==> src/inc/socket_ext_defines.svh <==
// offsets, field positions, reset values and timing counts
// assumes inclusion by bare name from design files
`ifndef SOCKET_EXT_DEFINES_SVH
`define SOCKET_EXT_DEFINES_SVH
`define OFS_A_CS_BASE 8'h3d
`define OFS_A_CFG 8'h3e
`define OFS_A_DRIVE 8'h3f
`define OFS_B_CS_BASE 8'h7d
`define OFS_B_CFG 8'h7e
`define OFS_B_DRIVE 8'h7f
`define OFS_IRQ_STATUS 8'h40
`define OFS_IRQ_MASK 8'h41
`define RESET_BYTE 8'h00
`define CFG_DMA_MODE 0
`define CFG_IRQ_SHARE 3
`define CFG_SPACE 4
`define DRV_ATA 0
`define DRV_BVD_LED 1
`define DRV_FLOAT7 2
`define PULSE_CYCLES 3'h4
`define DRIVE_PORT_HI 10'h3f7
`define DRIVE_PORT_LO 10'h377
`endif

==> src/inc/socket_ext_pkg.sv <==
// types shared by the socket extension register block
// assumes the defines header is compiled alongside
package socket_ext_pkg;
  // per-socket register contents
  typedef struct packed {
    logic [7:0] csBase;
    logic [7:0] cfg;
    logic [7:0] drive;
    logic [2:0] pulseCount;
  } socket_t;
  // whole block state
  typedef struct packed {
    socket_t [1:0] sock;
    logic [1:0] irqStatus;
    logic [1:0] irqMask;
    logic [7:0] rdData;
    logic [1:0] statusIrq;
    logic [1:0] statusIrqOe;
    logic [1:0] chipSelect;
    logic [1:0] dmaReq;
    logic [1:0] dmaEnable;
    logic [1:0] dma16;
    logic [1:0] tcWe;
    logic [1:0] tcOe;
    logic [1:0] speakerIn;
    logic [1:0] ledIn;
    logic [9:0] cardAddrHi;
    logic bit7Oe;
    logic irq;
  } state_t;
endpackage

==> src/core/socket_ext_regs.sv <==
// per-socket chip select, dma and drive option registers
// assumes a same-clock register port and pin inputs from outside
//
// Overview of operation
// - eight-bit base compares address per space
// - two-bit size code sets block size
// - shared status irq pulses low four cycles
// - share bit picks level or open-drain pulse
// - dma mode bit reinterprets config bits
// - request steering and dma width select
// - terminal count steered per two-bit code
// - dma enabled only for dma card
// - ata bit drives gp outputs on address
// - ata clear passes normal card address
// - float bit seven on drive port reads
// - float clear in both sockets drives bit seven normally
// - bvd2 as speaker or led input
//
// Chosen here: the strobed register port.
`timescale 1ns/1ps
`include "socket_ext_defines.svh"
module socket_ext_regs (
  input wire logic core_clk,
  input wire logic rst,
  input wire logic [7:0] regAddr,
  input wire logic [7:0] regWrData,
  input wire logic regWr,
  input wire logic regRd,
  output logic [7:0] regRdData,
  input wire logic [23:0] hostAddr,
  input wire logic hostMemCycle,
  input wire logic hostIoRead,
  input wire logic hostIoCycle,
  input wire logic [1:0] statusChange,
  input wire logic [1:0] cardIsDma,
  input wire logic [1:0] cardIoMode,
  input wire logic [1:0] dmaRead,
  input wire logic [1:0] pinIois16,
  input wire logic [1:0] pinSpkr,
  input wire logic [1:0] pinInpack,
  input wire logic [1:0] pinBvd2,
  input wire logic [9:0] normalCardAddr,
  output logic [1:0] statusIrq,
  output logic [1:0] statusIrqOe,
  output logic [1:0] chipSelect,
  output logic [1:0] dmaReq,
  output logic [1:0] dmaEnable,
  output logic [1:0] dma16,
  output logic [1:0] tcWe,
  output logic [1:0] tcOe,
  output logic [1:0] speakerIn,
  output logic [1:0] ledIn,
  output logic [9:0] cardAddrHi,
  output logic hostBit7Oe,
  output logic irq
);
  import socket_ext_pkg::*;

  state_t cur; // registered state
  state_t next_cur; // next state
  // pin synchronisers; first stage read only by second
  logic [11:0] syncA;
  logic [11:0] syncB;
  logic [9:0] normAddr; // same-clock, no sync needed

  // base compare: mask address bits inside the block
  function automatic logic baseMatch(input logic [7:0] base,
      input logic [7:0] addrBits, input logic [1:0] size);
    logic [7:0] mask;
    mask = 8'hff << size;
    baseMatch = ((base ^ addrBits) & mask) == 8'h00;
  endfunction

  // two-flop sync of card pins
  always_ff @(posedge core_clk or posedge rst) begin
    if (rst) begin
      syncA <= 12'h000;
      syncB <= 12'h000;
    end else begin
      syncA <= {pinIois16, pinSpkr, pinInpack, pinBvd2,
                cardIsDma, dmaRead};
      syncB <= syncA;
    end
  end
  assign normAddr = normalCardAddr;

  // next state
  always_comb begin
    logic [1:0] iois;
    logic [1:0] spk;
    logic [1:0] inp;
    logic [1:0] bvd;
    logic [1:0] isDma;
    logic [1:0] dRd;
    logic [7:0] rd;
    logic dmaMode;
    logic [7:0] cfgNew;
    next_cur = cur;
    {iois, spk, inp, bvd, isDma, dRd} = syncB;
    rd = 8'h00;
    cfgNew = 8'h00;
    dmaMode = 1'b0;
    next_cur.bit7Oe = 1'b1;
    // register writes
    if (regWr) begin
      case (regAddr)
        `OFS_A_CS_BASE: next_cur.sock[0].csBase = regWrData;
        `OFS_A_CFG: next_cur.sock[0].cfg = regWrData;
        `OFS_A_DRIVE: next_cur.sock[0].drive = regWrData;
        `OFS_B_CS_BASE: next_cur.sock[1].csBase = regWrData;
        `OFS_B_CFG: next_cur.sock[1].cfg = regWrData;
        `OFS_B_DRIVE: next_cur.sock[1].drive = regWrData;
        `OFS_IRQ_MASK: next_cur.irqMask = regWrData[1:0];
        default: ;
      endcase
    end
    // register reads; unmapped reads return zero
    if (regRd) begin
      case (regAddr)
        `OFS_A_CS_BASE: rd = cur.sock[0].csBase;
        `OFS_A_CFG: rd = cur.sock[0].cfg;
        `OFS_A_DRIVE: rd = cur.sock[0].drive;
        `OFS_B_CS_BASE: rd = cur.sock[1].csBase;
        `OFS_B_CFG: rd = cur.sock[1].cfg;
        `OFS_B_DRIVE: rd = cur.sock[1].drive;
        `OFS_IRQ_STATUS: rd = {6'h00, cur.irqStatus};
        `OFS_IRQ_MASK: rd = {6'h00, cur.irqMask};
        default: rd = 8'h00;
      endcase
    end
    next_cur.rdData = rd;
    // read clears status; fresh events below win
    if (regRd && regAddr == `OFS_IRQ_STATUS)
      next_cur.irqStatus = 2'b00;
    // per-socket logic
    for (int s = 0; s < 2; s++) begin
      cfgNew = cur.sock[s].cfg;
      dmaMode = cfgNew[`CFG_DMA_MODE];
      if (statusChange[s])
        next_cur.irqStatus[s] = 1'b1;
      // status irq shaping
      if (cfgNew[`CFG_IRQ_SHARE]) begin
        if (statusChange[s])
          next_cur.sock[s].pulseCount = `PULSE_CYCLES;
        else if (cur.sock[s].pulseCount != 3'h0)
          next_cur.sock[s].pulseCount = cur.sock[s].pulseCount - 3'h1;
        // low while counting; released otherwise
        next_cur.statusIrq[s] = 1'b0;
        next_cur.statusIrqOe[s] =
          statusChange[s] || cur.sock[s].pulseCount > 3'h1;
      end else begin
        next_cur.sock[s].pulseCount = 3'h0;
        next_cur.statusIrq[s] = next_cur.irqStatus[s];
        next_cur.statusIrqOe[s] = 1'b1;
      end
      // chip select decode, only outside dma interpretation
      next_cur.chipSelect[s] = 1'b0;
      if (!dmaMode) begin
        if (cfgNew[`CFG_SPACE])
          next_cur.chipSelect[s] = hostIoCycle &&
            hostAddr[23:10] == 14'h0000 &&
            baseMatch(cur.sock[s].csBase, hostAddr[9:2],
                      cfgNew[6:5]);
        else
          next_cur.chipSelect[s] = hostMemCycle &&
            baseMatch(cur.sock[s].csBase, hostAddr[23:16],
                      cfgNew[6:5]);
      end
      // dma settings
      next_cur.dmaEnable[s] = dmaMode && isDma[s];
      next_cur.dma16[s] = dmaMode && cfgNew[4];
      case (cfgNew[6:5])
        2'b00: next_cur.dmaReq[s] = dmaMode && iois[s];
        2'b01: next_cur.dmaReq[s] = dmaMode && spk[s];
        2'b10: next_cur.dmaReq[s] = dmaMode && inp[s];
        default: next_cur.dmaReq[s] = 1'b0;
      endcase
      case (cfgNew[2:1])
        2'b00: begin
          next_cur.tcWe[s] = dmaMode && dRd[s];
          next_cur.tcOe[s] = dmaMode && !dRd[s];
        end
        2'b01: begin
          next_cur.tcWe[s] = dmaMode;
          next_cur.tcOe[s] = 1'b0;
        end
        2'b10: begin
          next_cur.tcWe[s] = 1'b0;
          next_cur.tcOe[s] = dmaMode;
        end
        default: begin
          next_cur.tcWe[s] = 1'b0;
          next_cur.tcOe[s] = 1'b0;
        end
      endcase
      // bvd2 interpretation in io mode
      next_cur.speakerIn[s] = cardIoMode[s] &&
        !cur.sock[s].drive[`DRV_BVD_LED] && bvd[s];
      next_cur.ledIn[s] = cardIoMode[s] &&
        cur.sock[s].drive[`DRV_BVD_LED] && bvd[s];
      // upper card address lines
      if (cur.sock[s].drive[`DRV_ATA])
        next_cur.cardAddrHi[s*5 +: 5] = cur.sock[s].drive[7:3];
      else
        next_cur.cardAddrHi[s*5 +: 5] = normAddr[s*5 +: 5];
      // float host bit seven on drive port reads
      if (cur.sock[s].drive[`DRV_FLOAT7] && hostIoRead &&
          (hostAddr[9:0] == `DRIVE_PORT_HI ||
           hostAddr[9:0] == `DRIVE_PORT_LO))
        next_cur.bit7Oe = 1'b0;
    end
    // otherwise bit seven stays driven
    next_cur.irq = |(next_cur.irqStatus & next_cur.irqMask);
  end

  // state register
  always_ff @(posedge core_clk or posedge rst) begin
    if (rst)
      cur <= '0;
    else
      cur <= next_cur;
  end

  // outputs straight from flops
  assign regRdData = cur.rdData;
  assign statusIrq = cur.statusIrq;
  assign statusIrqOe = cur.statusIrqOe;
  assign chipSelect = cur.chipSelect;
  assign dmaReq = cur.dmaReq;
  assign dmaEnable = cur.dmaEnable;
  assign dma16 = cur.dma16;
  assign tcWe = cur.tcWe;
  assign tcOe = cur.tcOe;
  assign speakerIn = cur.speakerIn;
  assign ledIn = cur.ledIn;
  assign cardAddrHi = cur.cardAddrHi;
  assign hostBit7Oe = cur.bit7Oe;
  assign irq = cur.irq;
endmodule // socket_ext_regs

==> config.mk <==
export PLATFORM = sky130hd
export DESIGN_NAME = socket_ext_regs
export DESIGN_NICKNAME = d
export VERILOG_FILES = /design/src/inc/socket_ext_pkg.sv /design/src/core/socket_ext_regs.sv
export VERILOG_INCLUDE_DIRS = /design/src /design/src/inc
export SDC_FILE = /design/constraint.sdc
export NUM_CORES = 1
export LEC_CHECK = 0
export BUFFER_PORTS_ARGS = -buffer_cell sky130_fd_sc_hd__buf_4
export CAP_MARGIN = 20
export CORE_AREA = 3 3 102 104
export DETAILED_ROUTE_END_ITERATION = 10
export DIE_AREA = 0 0 105 107
export PLACE_DENSITY = 0.83
export SYNTH_ARGS = -nofsm -noshare
export SYNTH_HDL_FRONTEND = slang
export SYNTH_SLANG_ARGS = --single-unit
==> constraint.sdc <==
create_clock -name core_clk -period 6.6 [get_ports core_clk]
set_clock_uncertainty 0.1 [all_clocks]
set_input_delay 0.33 -clock core_clk [delete_from_list [all_inputs] [get_ports core_clk]]
set_output_delay 0.33 -clock core_clk [all_outputs]
set_load 0.05 [all_outputs]
==> results of run 1 <==
==> worst max-delay path, delay by kind of cell <==
family	cells	cell delay, ps
multiplexers	1	470
buffers and inverters	1	100
AND/OR/NAND/NOR	4	1530
==> repair_timing <==
action,CTS,global route
resized for setup,0,0
hold endpoints to repair,117,0
setup endpoints to repair,0,0
hold buffers,32,0
buffers inserted,0,0
==> routing by layer <==
layer	share of wire	wire length (microns)	track usage	vias to the layer above
met5	0	0	0	-
met4	0.026	356	0.105	0
met3	0.060	833	0.0596	34
met2	0.51	7110	0.449	162
met1	0.40	5510	0.314	1972
li1	-	-	-	1786
==> cells in the mapped netlist (all sizes together), types with 3 or more instances <==
cell / number / area share
mux2i: 6 / 0.011
a22o: 13 / 0.020
o211ai: 3 / 0.0040
a211oi: 3 / 0.0040
mux2: 68 / 0.14
dfrtp: 122 / 0.54
ha: 13 / 0.029
nand2b: 4 / 0.0044
nand4: 5 / 0.0056
clkbuf: 5 / 0.0033
inv: 20 / 0.013
nand2: 16 / 0.011
nor4: 5 / 0.0082
buf: 42 / 0.055
a21oi: 9 / 0.0080
o21a: 3 / 0.0040
xnor2: 15 / 0.023
nor2: 22 / 0.015
a222oi: 3 / 0.0053
xor2: 16 / 0.025
a22oi: 9 / 0.012
o21ai: 8 / 0.0071
nand3: 4 / 0.0053
and3: 6 / 0.0076
or3: 3 / 0.0033
a2111oi: 4 / 0.0062
and2: 5 / 0.0056
==> sequential cells by signal (all words and copies together) (netlist names) <==
signal and flops:
statusIrqOe 2, syncB 12, ledIn 2, dma16 2, cur 58, statusIrq 2
irq 1, syncA 12, speakerIn 2, tcOe 2, regRdData 8, dmaEnable 2
hostBit7Oe 1, chipSelect 2, tcWe 2, dmaReq 2, cardAddrHi 10
==> layout make-up <==
class / instances / area (sq um) / share of cell area
clock buffers: 22 / 483 / 0.0664
clock inverters: 10 / 163 / 0.0223
inverters: 20 / 77.6 / 0.0107
multi-input cells: 261 / 2170 / 0.298
flip-flops and latches: 122 / 3050 / 0.419
well taps: 133 / 166 / 0.0229
repair buffers: 145 / 1170 / 0.161
==> metrics by stage <==
step	instances	hold WS (ps)
floorplan	450	231
global placement	649	232
detailed placement	649	235
CTS	713	3.35
global route	713	8.22
finish	713	22.5
==> cell families (layout without fill, tap and decap cells) <==
family,after synthesis,in the layout,synth area share
compound gates,60,60,0.0776
mux,74,74,0.147
fa+ha+maj,13,13,0.0289
xor+xnor,31,31,0.0483
buf+inv,67,197,0.0719
flops,122,122,0.543
simple gates,83,83,0.0837
==> power by group through the flow <==
| stage | Clock [uW] | Sequential [uW] | Combinational [uW] |
|---|---|---|---|
| 4_1_cts | 1010 | 804 | 181 |
| 6_report | 992 | 805 | 182 |
| 5_1_grt | 1040 | 807 | 196 |
| 3_3_place_gp | 0 | 816 | 161 |
| 3_5_place_dp | 0 | 817 | 164 |
| 2_1_floorplan | 0 | 807 | 103 |
==> placed cells by master (no fill, tap or decap), types with 13 or more instances in the layout <==
master         instances
a22o_1                13
buf_4                113
clkbuf_16             16
dfrtp_1              122
dlygate4sd3_1         32
ha_1                  13
inv_1                 19
mux2_2                68
nand2_1               16
nor2_1                21
xnor2_1               15
xor2_1                16
==> how the worst max path moves through the flow <==
stage | slack [ps] | from | to | cells past startpoint
2_1_floorplan | 2930 | rst | cardAddrHi[0]$_DFF_PP0_ | 1
3_3_place_gp | 4160 | regAddr[4] | cur[51]$_DFFE_PP0P_ | 6
3_5_place_dp | 4050 | regAddr[4] | cur[49]$_DFFE_PP0P_ | 6
4_1_cts | 4580 | regAddr[4] | cur[51]$_DFFE_PP0P_ | 6
5_1_grt | 4400 | regAddr[4] | cur[50]$_DFFE_PP0P_ | 6
6_report | 4460 | regAddr[4] | cur[50]$_DFFE_PP0P_ | 6
==> out/metrics.csv, run 1 <==
stage,metric,value,unit
outcome,status,"finished, final reports clean",
yosys,ys_seq_area_frac,0.543,
sta,layout_setup_ws,4460,ps
placement,place_hpwl,9.56,mm
sta,finalHoldViolations,0,
critical_path,setup.worst_path.class,input pin to flip-flop,
power_and_ir_drop,internal-power,1530,uW
floorplanning,core,9640,sq um
grt,grtUsageTotal,0.259,
sta,worst_slew_pin_slew,808,ps
sta,max_freq,468,MHz
power_and_ir_drop,swShare,0.227,
floorplanning,die_w,105,microns
worst_hold_path,holdCritStartpoint,hostAddr[0],
finish,drive_above_1_share,0.383,
power_and_ir_drop,power,1980,uW
detailed_routing,drc,0,
detailed_routing,routedWlPerCell,19.4,microns
critical_path,cpPeakStageDelay,620,ps
yosys,synthDistinctLibCells,49,
grt,antenna_found_initial,0,
critical_path,cp_slowest_cell,nor2_1,
yosys,syn_area_per_cell,12.5,sq um
grt,grt_pass1_wl,22.0,mm
clocking,h-tree-depth,4,
finish,num-fill-cells,633,
detailed_routing,first_iter_violations,338,
clocking,cts_tree,yes,
placement,place.gp.congestion,0.938,
detailed_routing,vias_per_cell,5.55,
power_and_ir_drop,powerDensity,272,nW/um^2
finish,finalCoreUtilization,0.755,
critical_path,crit_path_start_kind,input pin,
grt,overflow,0,
finish,syn2layout_area_growth,29.4,%
worst_hold_path,hold_path.class,input pin to flip-flop,
placement,portBuffers,112,
worst_hold_path,whs_endpoint,hostBit7Oe$_DFF_PP0_,
clocking,cts_made_buffers,17,
yosys,async_flop_share,1.00,
critical_path,r2r_setup_slack,4710,ps
power_and_ir_drop,ir_drop,0.000198,V
critical_path,cp.required,6900,ps
floorplanning,die_area,11200,sq um
yosys,synth_ff_type,dfrtp_1,
yosys,netlist_instances,450,
yosys,yosysWarnings,0,
yosys,ys_ff_latch,122,
finish,nNetsFinal,653,
sta,rsz0062_at_grt,no,
sta,final.period_utilization,0.324,
power_and_ir_drop,switchingPower,450,uW
sta,setup_tns,0,ps
detailed_routing,drtPass1Iterations,5,
floorplanning,placementRows,36,
sta,period_minus_slack,2140,ps
power_and_ir_drop,p_seq_frac,0.407,
clocking,clock_latency,520,ps
floorplanning,dieHeight,107,microns
placement,postPlaceCellArea,6310,sq um
worst_hold_path,hold_depth,3,
finish,design_area,7280,sq um
clocking,clock-root-buffer,clkbuf_8,
grt,grt_pass1_vias,4249,
clocking,clkSlewWorstSetupHoldPaths,60,ps
finish,antennaDiodeCount,0,
power_and_ir_drop,clkPwrFrac,0.501,
critical_path,regToRegEndpoint,chipSelect[0]$_DFF_PP0_,
floorplanning,ioPinCount,113,
sta,finalSetupViolations,0,
critical_path,path_max_fanout,11,
yosys,synth_nets,536,
critical_path,crit_chain,buf_4 -> nand2_1 -> or2_2 -> nor2_1 -> nand4_1 -> mux2_2,
yosys,synth_edf_count,0,
critical_path,rr_startpoint,cur[61]$_DFFE_PP0P_,
critical_path,cp-end-kind,flip-flop,
detailed_routing,dr_total_vias,3954,
power_and_ir_drop,p_leak,0.00347,uW
flow_run,cap_violations,0,
sta,relSlewSlack,0.459,
grt,grt_max_degree,63,
clocking,clk_path_buf_depth,2,
detailed_routing,final_antenna_net_count,0,
floorplanning,initial_core_util,0.583,
yosys,synth_area,5620,sq um
power_and_ir_drop,combPwrFrac,0.092,
detailed_routing,drt-total-wl,13.8,mm
placement,pre_cts_slack,4050,ps
critical_path,cp.arrival,2430,ps
critical_path,r2r_cells,6,
clocking,cts_sinks,122,
sta,finalMaxSlewViolations,0,
Power figures use the tool's default switching activity.
==> inputs of run 2 (changes only) <==
--- a/config.mk
+++ b/config.mk
@@ -8,10 +8,10 @@
 export LEC_CHECK = 0
 export BUFFER_PORTS_ARGS = -buffer_cell sky130_fd_sc_hd__buf_4
 export CAP_MARGIN = 20
-export CORE_AREA = 3 3 102 104
+export CORE_AREA = 3 3 106 108
 export DETAILED_ROUTE_END_ITERATION = 10
-export DIE_AREA = 0 0 105 107
-export PLACE_DENSITY = 0.83
+export DIE_AREA = 0 0 109 111
+export PLACE_DENSITY = 0.78
 export SYNTH_ARGS = -nofsm -noshare
 export SYNTH_HDL_FRONTEND = slang
 export SYNTH_SLANG_ARGS = --single-unit
==> constraint.sdc (replaced) <==
create_clock -name core_clk -period 2.1 [get_ports core_clk]
set_clock_uncertainty 0.1 [all_clocks]
set_input_delay 0.105 -clock core_clk [delete_from_list [all_inputs] [get_ports core_clk]]
set_output_delay 0.105 -clock core_clk [all_outputs]
set_load 0.05 [all_outputs]
==> run 2 against run 1 <==
Net effect:
- cell area rose by 2.8%
- first-iteration DRC count fell by 28%
- worst hold slack improved by 3.7 ps
- die area rose by 7.7%
- setup slack got worse by 4300 ps
- sequential share of layout area fell by 1.1 points
- count of clock-buffer cells in the layout fell by 3
- via count rose by 1.2%
- global-route usage fell by 1.9 points
- cell count rose by 3.4%
- critical path depth did not move
- critical path type unchanged
- largest power group unchanged
==> out/metrics.csv, run 2 (synthesized netlist as in run 1, its figures left out) <==
stage,metric,value,unit
critical_path,crit_top_cell,dlygate4sd3_1,
finish,nNetsFinal,674,
finish,final_common_cell,dfrtp_1,
finish,multiInputGateArea,2170,sq um
worst_hold_path,hold_depth,5,
worst_hold_path,whs_endpoint,chipSelect[0]$_DFF_PP0_,
sta,rsz0062_at_grt,no,
power_and_ir_drop,p_leak,0.00354,uW
floorplanning,die_area,12100,sq um
grt,overflow,0,
finish,antennaDiodeCount,0,
critical_path,crit_path_start_kind,input pin,
floorplanning,dieHeight,111,microns
clocking,ctsHoldBuffers,45,
detailed_routing,final_antenna_net_count,0,
finish,regMostFlops,cur,
detailed_routing,first_iter_violations,243,
critical_path,regToRegEndpoint,chipSelect[0]$_DFF_PP0_,
worst_hold_path,holdCritStartpoint,hostAddr[7],
outcome,status,"finished, final reports clean",
sta,final.period_utilization,0.920,
detailed_routing,dr_total_vias,4002,
sta,finalMaxSlewViolations,0,
clocking,h-tree-depth,4,
sta,worst_slew_pin_slew,650,ps
clocking,clock-root-buffer,clkbuf_8,
flow_run,cap_violations,0,
critical_path,rr_startpoint,cur[66]$_DFFE_PP0P_,
sta,relSlewSlack,0.564,
grt,grt_pass1_wl,21.9,mm
placement,place_hpwl,9.60,mm
clocking,postCtsSetupRepairBufs,0,
power_and_ir_drop,ir_drop,0.000652,V
clocking,cts_resized,0,
critical_path,cp.arrival,2230,ps
finish,syn2layout_area_growth,33.0,%
floorplanning,placementRows,37,
detailed_routing,routedWlPerCell,18.9,microns
critical_path,r2r_cells,4,
critical_path,cp_num_buf_inv,4,
grt,grt_max_degree,123,
sta,finalHoldViolations,0,
finish,reg_top3,"cur (58), syncA (12), syncB (12)",
finish,final-seq-area,3050,sq um
critical_path,cp.required,2400,ps
floorplanning,core,10300,sq um
grt,antenna_found_initial,0,
clocking,clock_latency,520,ps
critical_path,setup.worst_path.class,input pin to flip-flop,
floorplanning,die_w,109,microns
finish,final_cell_mix,"dfrtp_1 (122), buf_4 (120), mux2_2 (68)",
sta,period_minus_slack,1930,ps
placement,place.gp.congestion,0.887,
clocking,cts_sinks,122,
finish,largest_reg_flops,58,
clocking,clk_path_buf_depth,2,
grt,grtUsageTotal,0.239,
finish,finalCoreUtilization,0.724,
detailed_routing,drt-total-wl,13.9,mm
detailed_routing,drc,0,
critical_path,cpLargestDelayFamily,buffers and inverters,
grt,grt_pass1_vias,4391,
critical_path,cpPeakStageDelay,570,ps
power_and_ir_drop,powerDensity,835,nW/um^2
clocking,clkSlewWorstSetupHoldPaths,60,ps
critical_path,r2r_setup_slack,390,ps
floorplanning,initial_core_util,0.545,
finish,drive_above_1_share,0.379,
floorplanning,ioPinCount,113,
sta,setup_tns,0,ps
clocking,cts_made_buffers,17,
detailed_routing,vias_per_cell,5.43,
detailed_routing,drtPass1Iterations,5,
sta,finalSetupViolations,0,
critical_path,cp-end-kind,flip-flop,
finish,num-fill-cells,701,
sta,max_freq,517,MHz
worst_hold_path,hold_path.class,input pin to flip-flop,
clocking,cts_tree,yes,
critical_path,cp_slowest_cell,dlygate4sd3_1,
critical_path,path_max_fanout,1,
critical_path,crit_chain,dlygate4sd3_1 -> buf_4 -> nand4b_1 -> dlygate4sd3_1 -> or3_1 -> dlygate4sd3_1,
placement,portBuffers,112,
[run 2: cell types whose count changed in the layout (fill, tap and decap cells not counted)]
cell / before / now
clkinvlp_4: 2 / 4
clkbuf_8: 6 / 1
bufinv_16: 4 / 5
clkinv_2: 2 / 0
clkinv_4: 2 / 3
inv_6: 0 / 2
dlygate4sd3_1: 32 / 45
buf_12: 0 / 1
buf_4: 113 / 120
clkbuf_1: 0 / 2
inv_4: 1 / 0
[run 2: area by class of cell]
type | instances | area share
well taps | 136 | 0.0228
flip-flops and latches | 122 | 0.408
inverters | 20 | 0.0105
multi-input cells | 261 | 0.290
clock inverters | 13 | 0.0289
repair buffers | 166 | 0.183
clock buffers | 19 | 0.0564
[run 2: power breakdown]
| part | internal [uW] | total (uW) | leakage (uW) | switching [uW] |
|---|---|---|---|---|
| logic | 296 | 593 | 0.00166 | 298 |
| clock network | 2060 | 3120 | 0.000299 | 1060 |
| registers | 2440 | 2530 | 0.00158 | 81.9 |
| total | 4800 | 6240 | 0.00354 | 1440 |
[run 2: through the flow]
stage | area, sq um | hold slack [ps] | setup WS (ps) | power, uW | cells
after detailed placement | 6390 | 116 | 238 | 3090 | 660
after floorplan | 5630 | 36.4 | 395 | 2860 | 450
after global placement | 6390 | 115 | 297 | 3080 | 660
after global routing | 7480 | 35.3 | 161 | 6460 | 737
final | 7480 | 26.2 | 167 | 6240 | 737
after CTS | 7480 | 1.95 | 194 | 6300 | 737
[run 2: how the worst max path moves through the flow]
stage               cells after the start        start  slack [ps]              endpoint
detailed placement                      6   regAddr[1]         240         irq$_DFF_PP0_
finish                                  6  hostAddr[1]         170  hostBit7Oe$_DFF_PP0_
global placement                        6   regAddr[7]         300         irq$_DFF_PP0_
floorplan                               6   regAddr[1]         390         irq$_DFF_PP0_
global route                            6  hostAddr[1]         160  hostBit7Oe$_DFF_PP0_
CTS                                     6  hostAddr[1]         190  hostBit7Oe$_DFF_PP0_
[run 2: layer usage]
layer | vias up | GRT usage | wire length [microns] | part of all wire
met2 | 169 | 0.399 | 7050 | 0.51
met4 | 0 | 0.0859 | 279 | 0.020
met1 | 1975 | 0.299 | 5570 | 0.40
li1 | 1831 | - | - | -
met3 | 27 | 0.0600 | 1050 | 0.075
met5 | - | 0 | 0 | 0
[run 2: worst min-delay path, cell delays in order]
cell and delay, ps:
buf_4 110, a222oi_1 80, o221ai_1 70, a2111oi_0 60, o21ba_2 180
==> inputs of run 3 (changes only) <==
--- a/config.mk
+++ b/config.mk
@@ -8,10 +8,10 @@
 export LEC_CHECK = 0
 export BUFFER_PORTS_ARGS = -buffer_cell sky130_fd_sc_hd__buf_4
 export CAP_MARGIN = 20
-export CORE_AREA = 3 3 106 108
+export CORE_AREA = 3 3 111 113
 export DETAILED_ROUTE_END_ITERATION = 10
-export DIE_AREA = 0 0 109 111
-export PLACE_DENSITY = 0.78
+export DIE_AREA = 0 0 114 116
+export PLACE_DENSITY = 0.75
 export SYNTH_ARGS = -nofsm -noshare
 export SYNTH_HDL_FRONTEND = slang
 export SYNTH_SLANG_ARGS = --single-unit
==> constraint.sdc (replaced) <==
create_clock -name core_clk -period 1.72 [get_ports core_clk]
set_clock_uncertainty 0.1 [all_clocks]
set_input_delay 0.086 -clock core_clk [delete_from_list [all_inputs] [get_ports core_clk]]
set_output_delay 0.086 -clock core_clk [all_outputs]
set_load 0.05 [all_outputs]
==> run 3 against run 2 <==
Net effect:
- worst hold slack worse by 40 ps
- count of clock-buffer cells in the layout grew 4
- sequential share of layout area fell by 0.93 points
- the flow now finishes with violations (hold timing, setup timing)
- cell count rose by 4.1%
- sequential power rose by 21%
- register-to-register slack got worse by 410 ps
- total power grew 17%
- critical path type is now flip-flop to flip-flop
- core utilization down 5.4 points
- wire length rose by 3.0%
==> out/metrics.csv, run 3 (synthesized netlist as in run 1, its figures left out) <==
stage,metric,value,unit
critical_path,crit_chain,o21ai_1 -> or4_1 -> a2111oi_2 -> o21ba_2,
sta,worst_slew_pin_slew,643,ps
detailed_routing,final_antenna_net_count,0,
critical_path,cp.required,1970,ps
sta,finalHoldViolations,1,
clocking,clkSlewWorstSetupHoldPaths,50,ps
sta,finalSetupViolations,1,
sta,period_minus_slack,1740,ps
floorplanning,dieHeight,116,microns
finish,final_common_cell,buf_4,
floorplanning,die_w,114,microns
critical_path,cp_slowest_cell,or4_1,
floorplanning,die_area,13200,sq um
placement,place_hpwl,10.5,mm
floorplanning,core,11400,sq um
sta,fin_hold_ws,-13.9,ps
finish,final_cell_mix,"buf_4 (143), dfrtp_1 (122), mux2_2 (68)",
power_and_ir_drop,powerDensity,957,nW/um^2
placement,portBuffers,112,
finish,largest_reg_flops,58,
flow_run,cap_violations,0,
detailed_routing,first_iter_violations,218,
clocking,h-tree-depth,4,
grt,grtUsageTotal,0.232,
worst_hold_path,hold_path.class,input pin to flip-flop,
critical_path,crit_path_start_kind,flip-flop,
finish,nNetsFinal,698,
critical_path,r2r_cells,4,
detailed_routing,vias_per_cell,5.29,
sta,max_freq,576,MHz
clocking,cts_tree,yes,
worst_hold_path,whs_endpoint,cur[43]$_DFF_PP0_,
clocking,cts_made_buffers,17,
critical_path,regToRegEndpoint,chipSelect[0]$_DFF_PP0_,
critical_path,rr_startpoint,cur[59]$_DFFE_PP0P_,
clocking,cts_sinks,122,
sta,relSlewSlack,0.569,
critical_path,cp.arrival,1990,ps
sta,final.period_utilization,1.01,
clocking,clk_path_buf_depth,2,
power_and_ir_drop,power,7330,uW
critical_path,path_max_fanout,5,
finish,syn2layout_area_growth,36.1,%
power_and_ir_drop,ir_drop,0.000886,V
detailed_routing,dr_total_vias,4054,
finish,regMostFlops,cur,
worst_hold_path,holdCritStartpoint,regAddr[4],
grt,antenna_found_initial,0,
finish,design_area,7650,sq um
floorplanning,initial_core_util,0.493,
critical_path,cp_num_buf_inv,0,
critical_path,cp-end-kind,flip-flop,
grt,grt_pass1_vias,4367,
critical_path,cpLargestDelayFamily,compound AO/OA/AOI/OAI gates,
detailed_routing,drt-total-wl,14.4,mm
finish,drive_above_1_share,0.409,
sta,finalMaxSlewViolations,0,
critical_path,r2r_setup_slack,-20,ps
sta,setup_tns,-15.6,ps
power_and_ir_drop,p_leak,0.00367,uW
grt,grt_pass1_wl,23.0,mm
finish,antennaDiodeCount,0,
worst_hold_path,hold_depth,5,
detailed_routing,drtPass1Iterations,5,
finish,reg_top3,"cur (58), syncA (12), syncB (12)",
critical_path,cpPeakStageDelay,540,ps
sta,layout_setup_ws,-15.6,ps
placement,postPlaceCellArea,6600,sq um
detailed_routing,drc,0,
placement,pre_cts_slack,-19.6,ps
finish,fin_cells,767,
outcome,violations,"hold timing, setup timing",
clocking,clock_latency,420,ps
placement,place.gp.congestion,0.911,
floorplanning,placementRows,39,
clocking,clock-root-buffer,clkbuf_16,
floorplanning,ioPinCount,113,
outcome,status,"complete, but fails checks",
detailed_routing,routedWlPerCell,18.7,microns
grt,grt_max_degree,31,
sta,rsz0062_at_grt,yes,
critical_path,setup.worst_path.class,flip-flop to flip-flop,
grt,overflow,0,
placement,dp_cells,689,
==> run 3: layer usage <==
| layer | part of all wire | global-route usage | vias up | wire (microns) |
|---|---|---|---|---|
| li1 | - | - | 1875 | - |
| met1 | 0.42 | 0.294 | 2035 | 6020 |
| met2 | 0.51 | 0.388 | 122 | 7380 |
| met3 | 0.052 | 0.0663 | 22 | 748 |
| met4 | 0.015 | 0.0768 | 0 | 215 |
| met5 | 0 | 0 | - | 0 |
==> run 3: final cells by class <==
class | count | area, sq um
Inverter | 20 | 78.8
Clock inverter | 8 | 92.6
Clock buffer | 23 | 488
Timing Repair Buffer | 190 | 1580
Sequential cell | 122 | 3050
Tap cell | 143 | 179
Multi-Input combinational cell | 261 | 2180
Fill cell | 865 | 3760
==> run 3: timing repair <==
| item | CTS | global route |
|---|---|---|
| hold buffers | 44 | 0 |
| endpoints found under the hold margin | 180 | 0 |
| buffers inserted | 0 | 4 |
| resized for setup | 0 | 5 |
| endpoints found under the setup margin | 0 | 3 |
==> run 3: worst max-delay path by stage <==
stage	startpoint	endpoint	slack, ps	depth (start not counted)
after floorplan	regAddr[1]	irq$_DFF_PP0_	30	6
after global placement	regAddr[7]	irq$_DFF_PP0_	-7	6
after detailed placement	regAddr[7]	irq$_DFF_PP0_	-20	6
after CTS	regAddr[7]	cur[43]$_DFF_PP0_	20	7
after global routing	cur[70]$_DFFE_PP0P_	chipSelect[0]$_DFF_PP0_	-40	4
final	cur[59]$_DFFE_PP0P_	chipSelect[0]$_DFF_PP0_	-20	4
==> run 3: stage by stage <==
stage | hold slack, ps | util
2_1_floorplan | 17.4 | -
3_3_place_gp | 72.5 | 0.578
3_5_place_dp | 83.2 | 0.578
4_1_cts | -10.5 | 0.668
5_1_grt | 54.4 | 0.670
6_report | -13.9 | 0.670
==> run 3: power by group <==
part / leakage (uW) / switching (uW) / internal [uW] / total [uW]
Clock: 0.000289 / 1210 / 2260 / 3470
Sequential: 0.00158 / 88.3 / 2990 / 3070
Combinational: 0.00180 / 391 / 395 / 786
Total: 0.00367 / 1690 / 5640 / 7330
==> run 3: worst register-to-register path: stages (launching register included) <==
cell	delay [ps]
dfrtp_1	410
o21ai_1	100
or4_1	540
a2111oi_2	340
o21ba_2	180
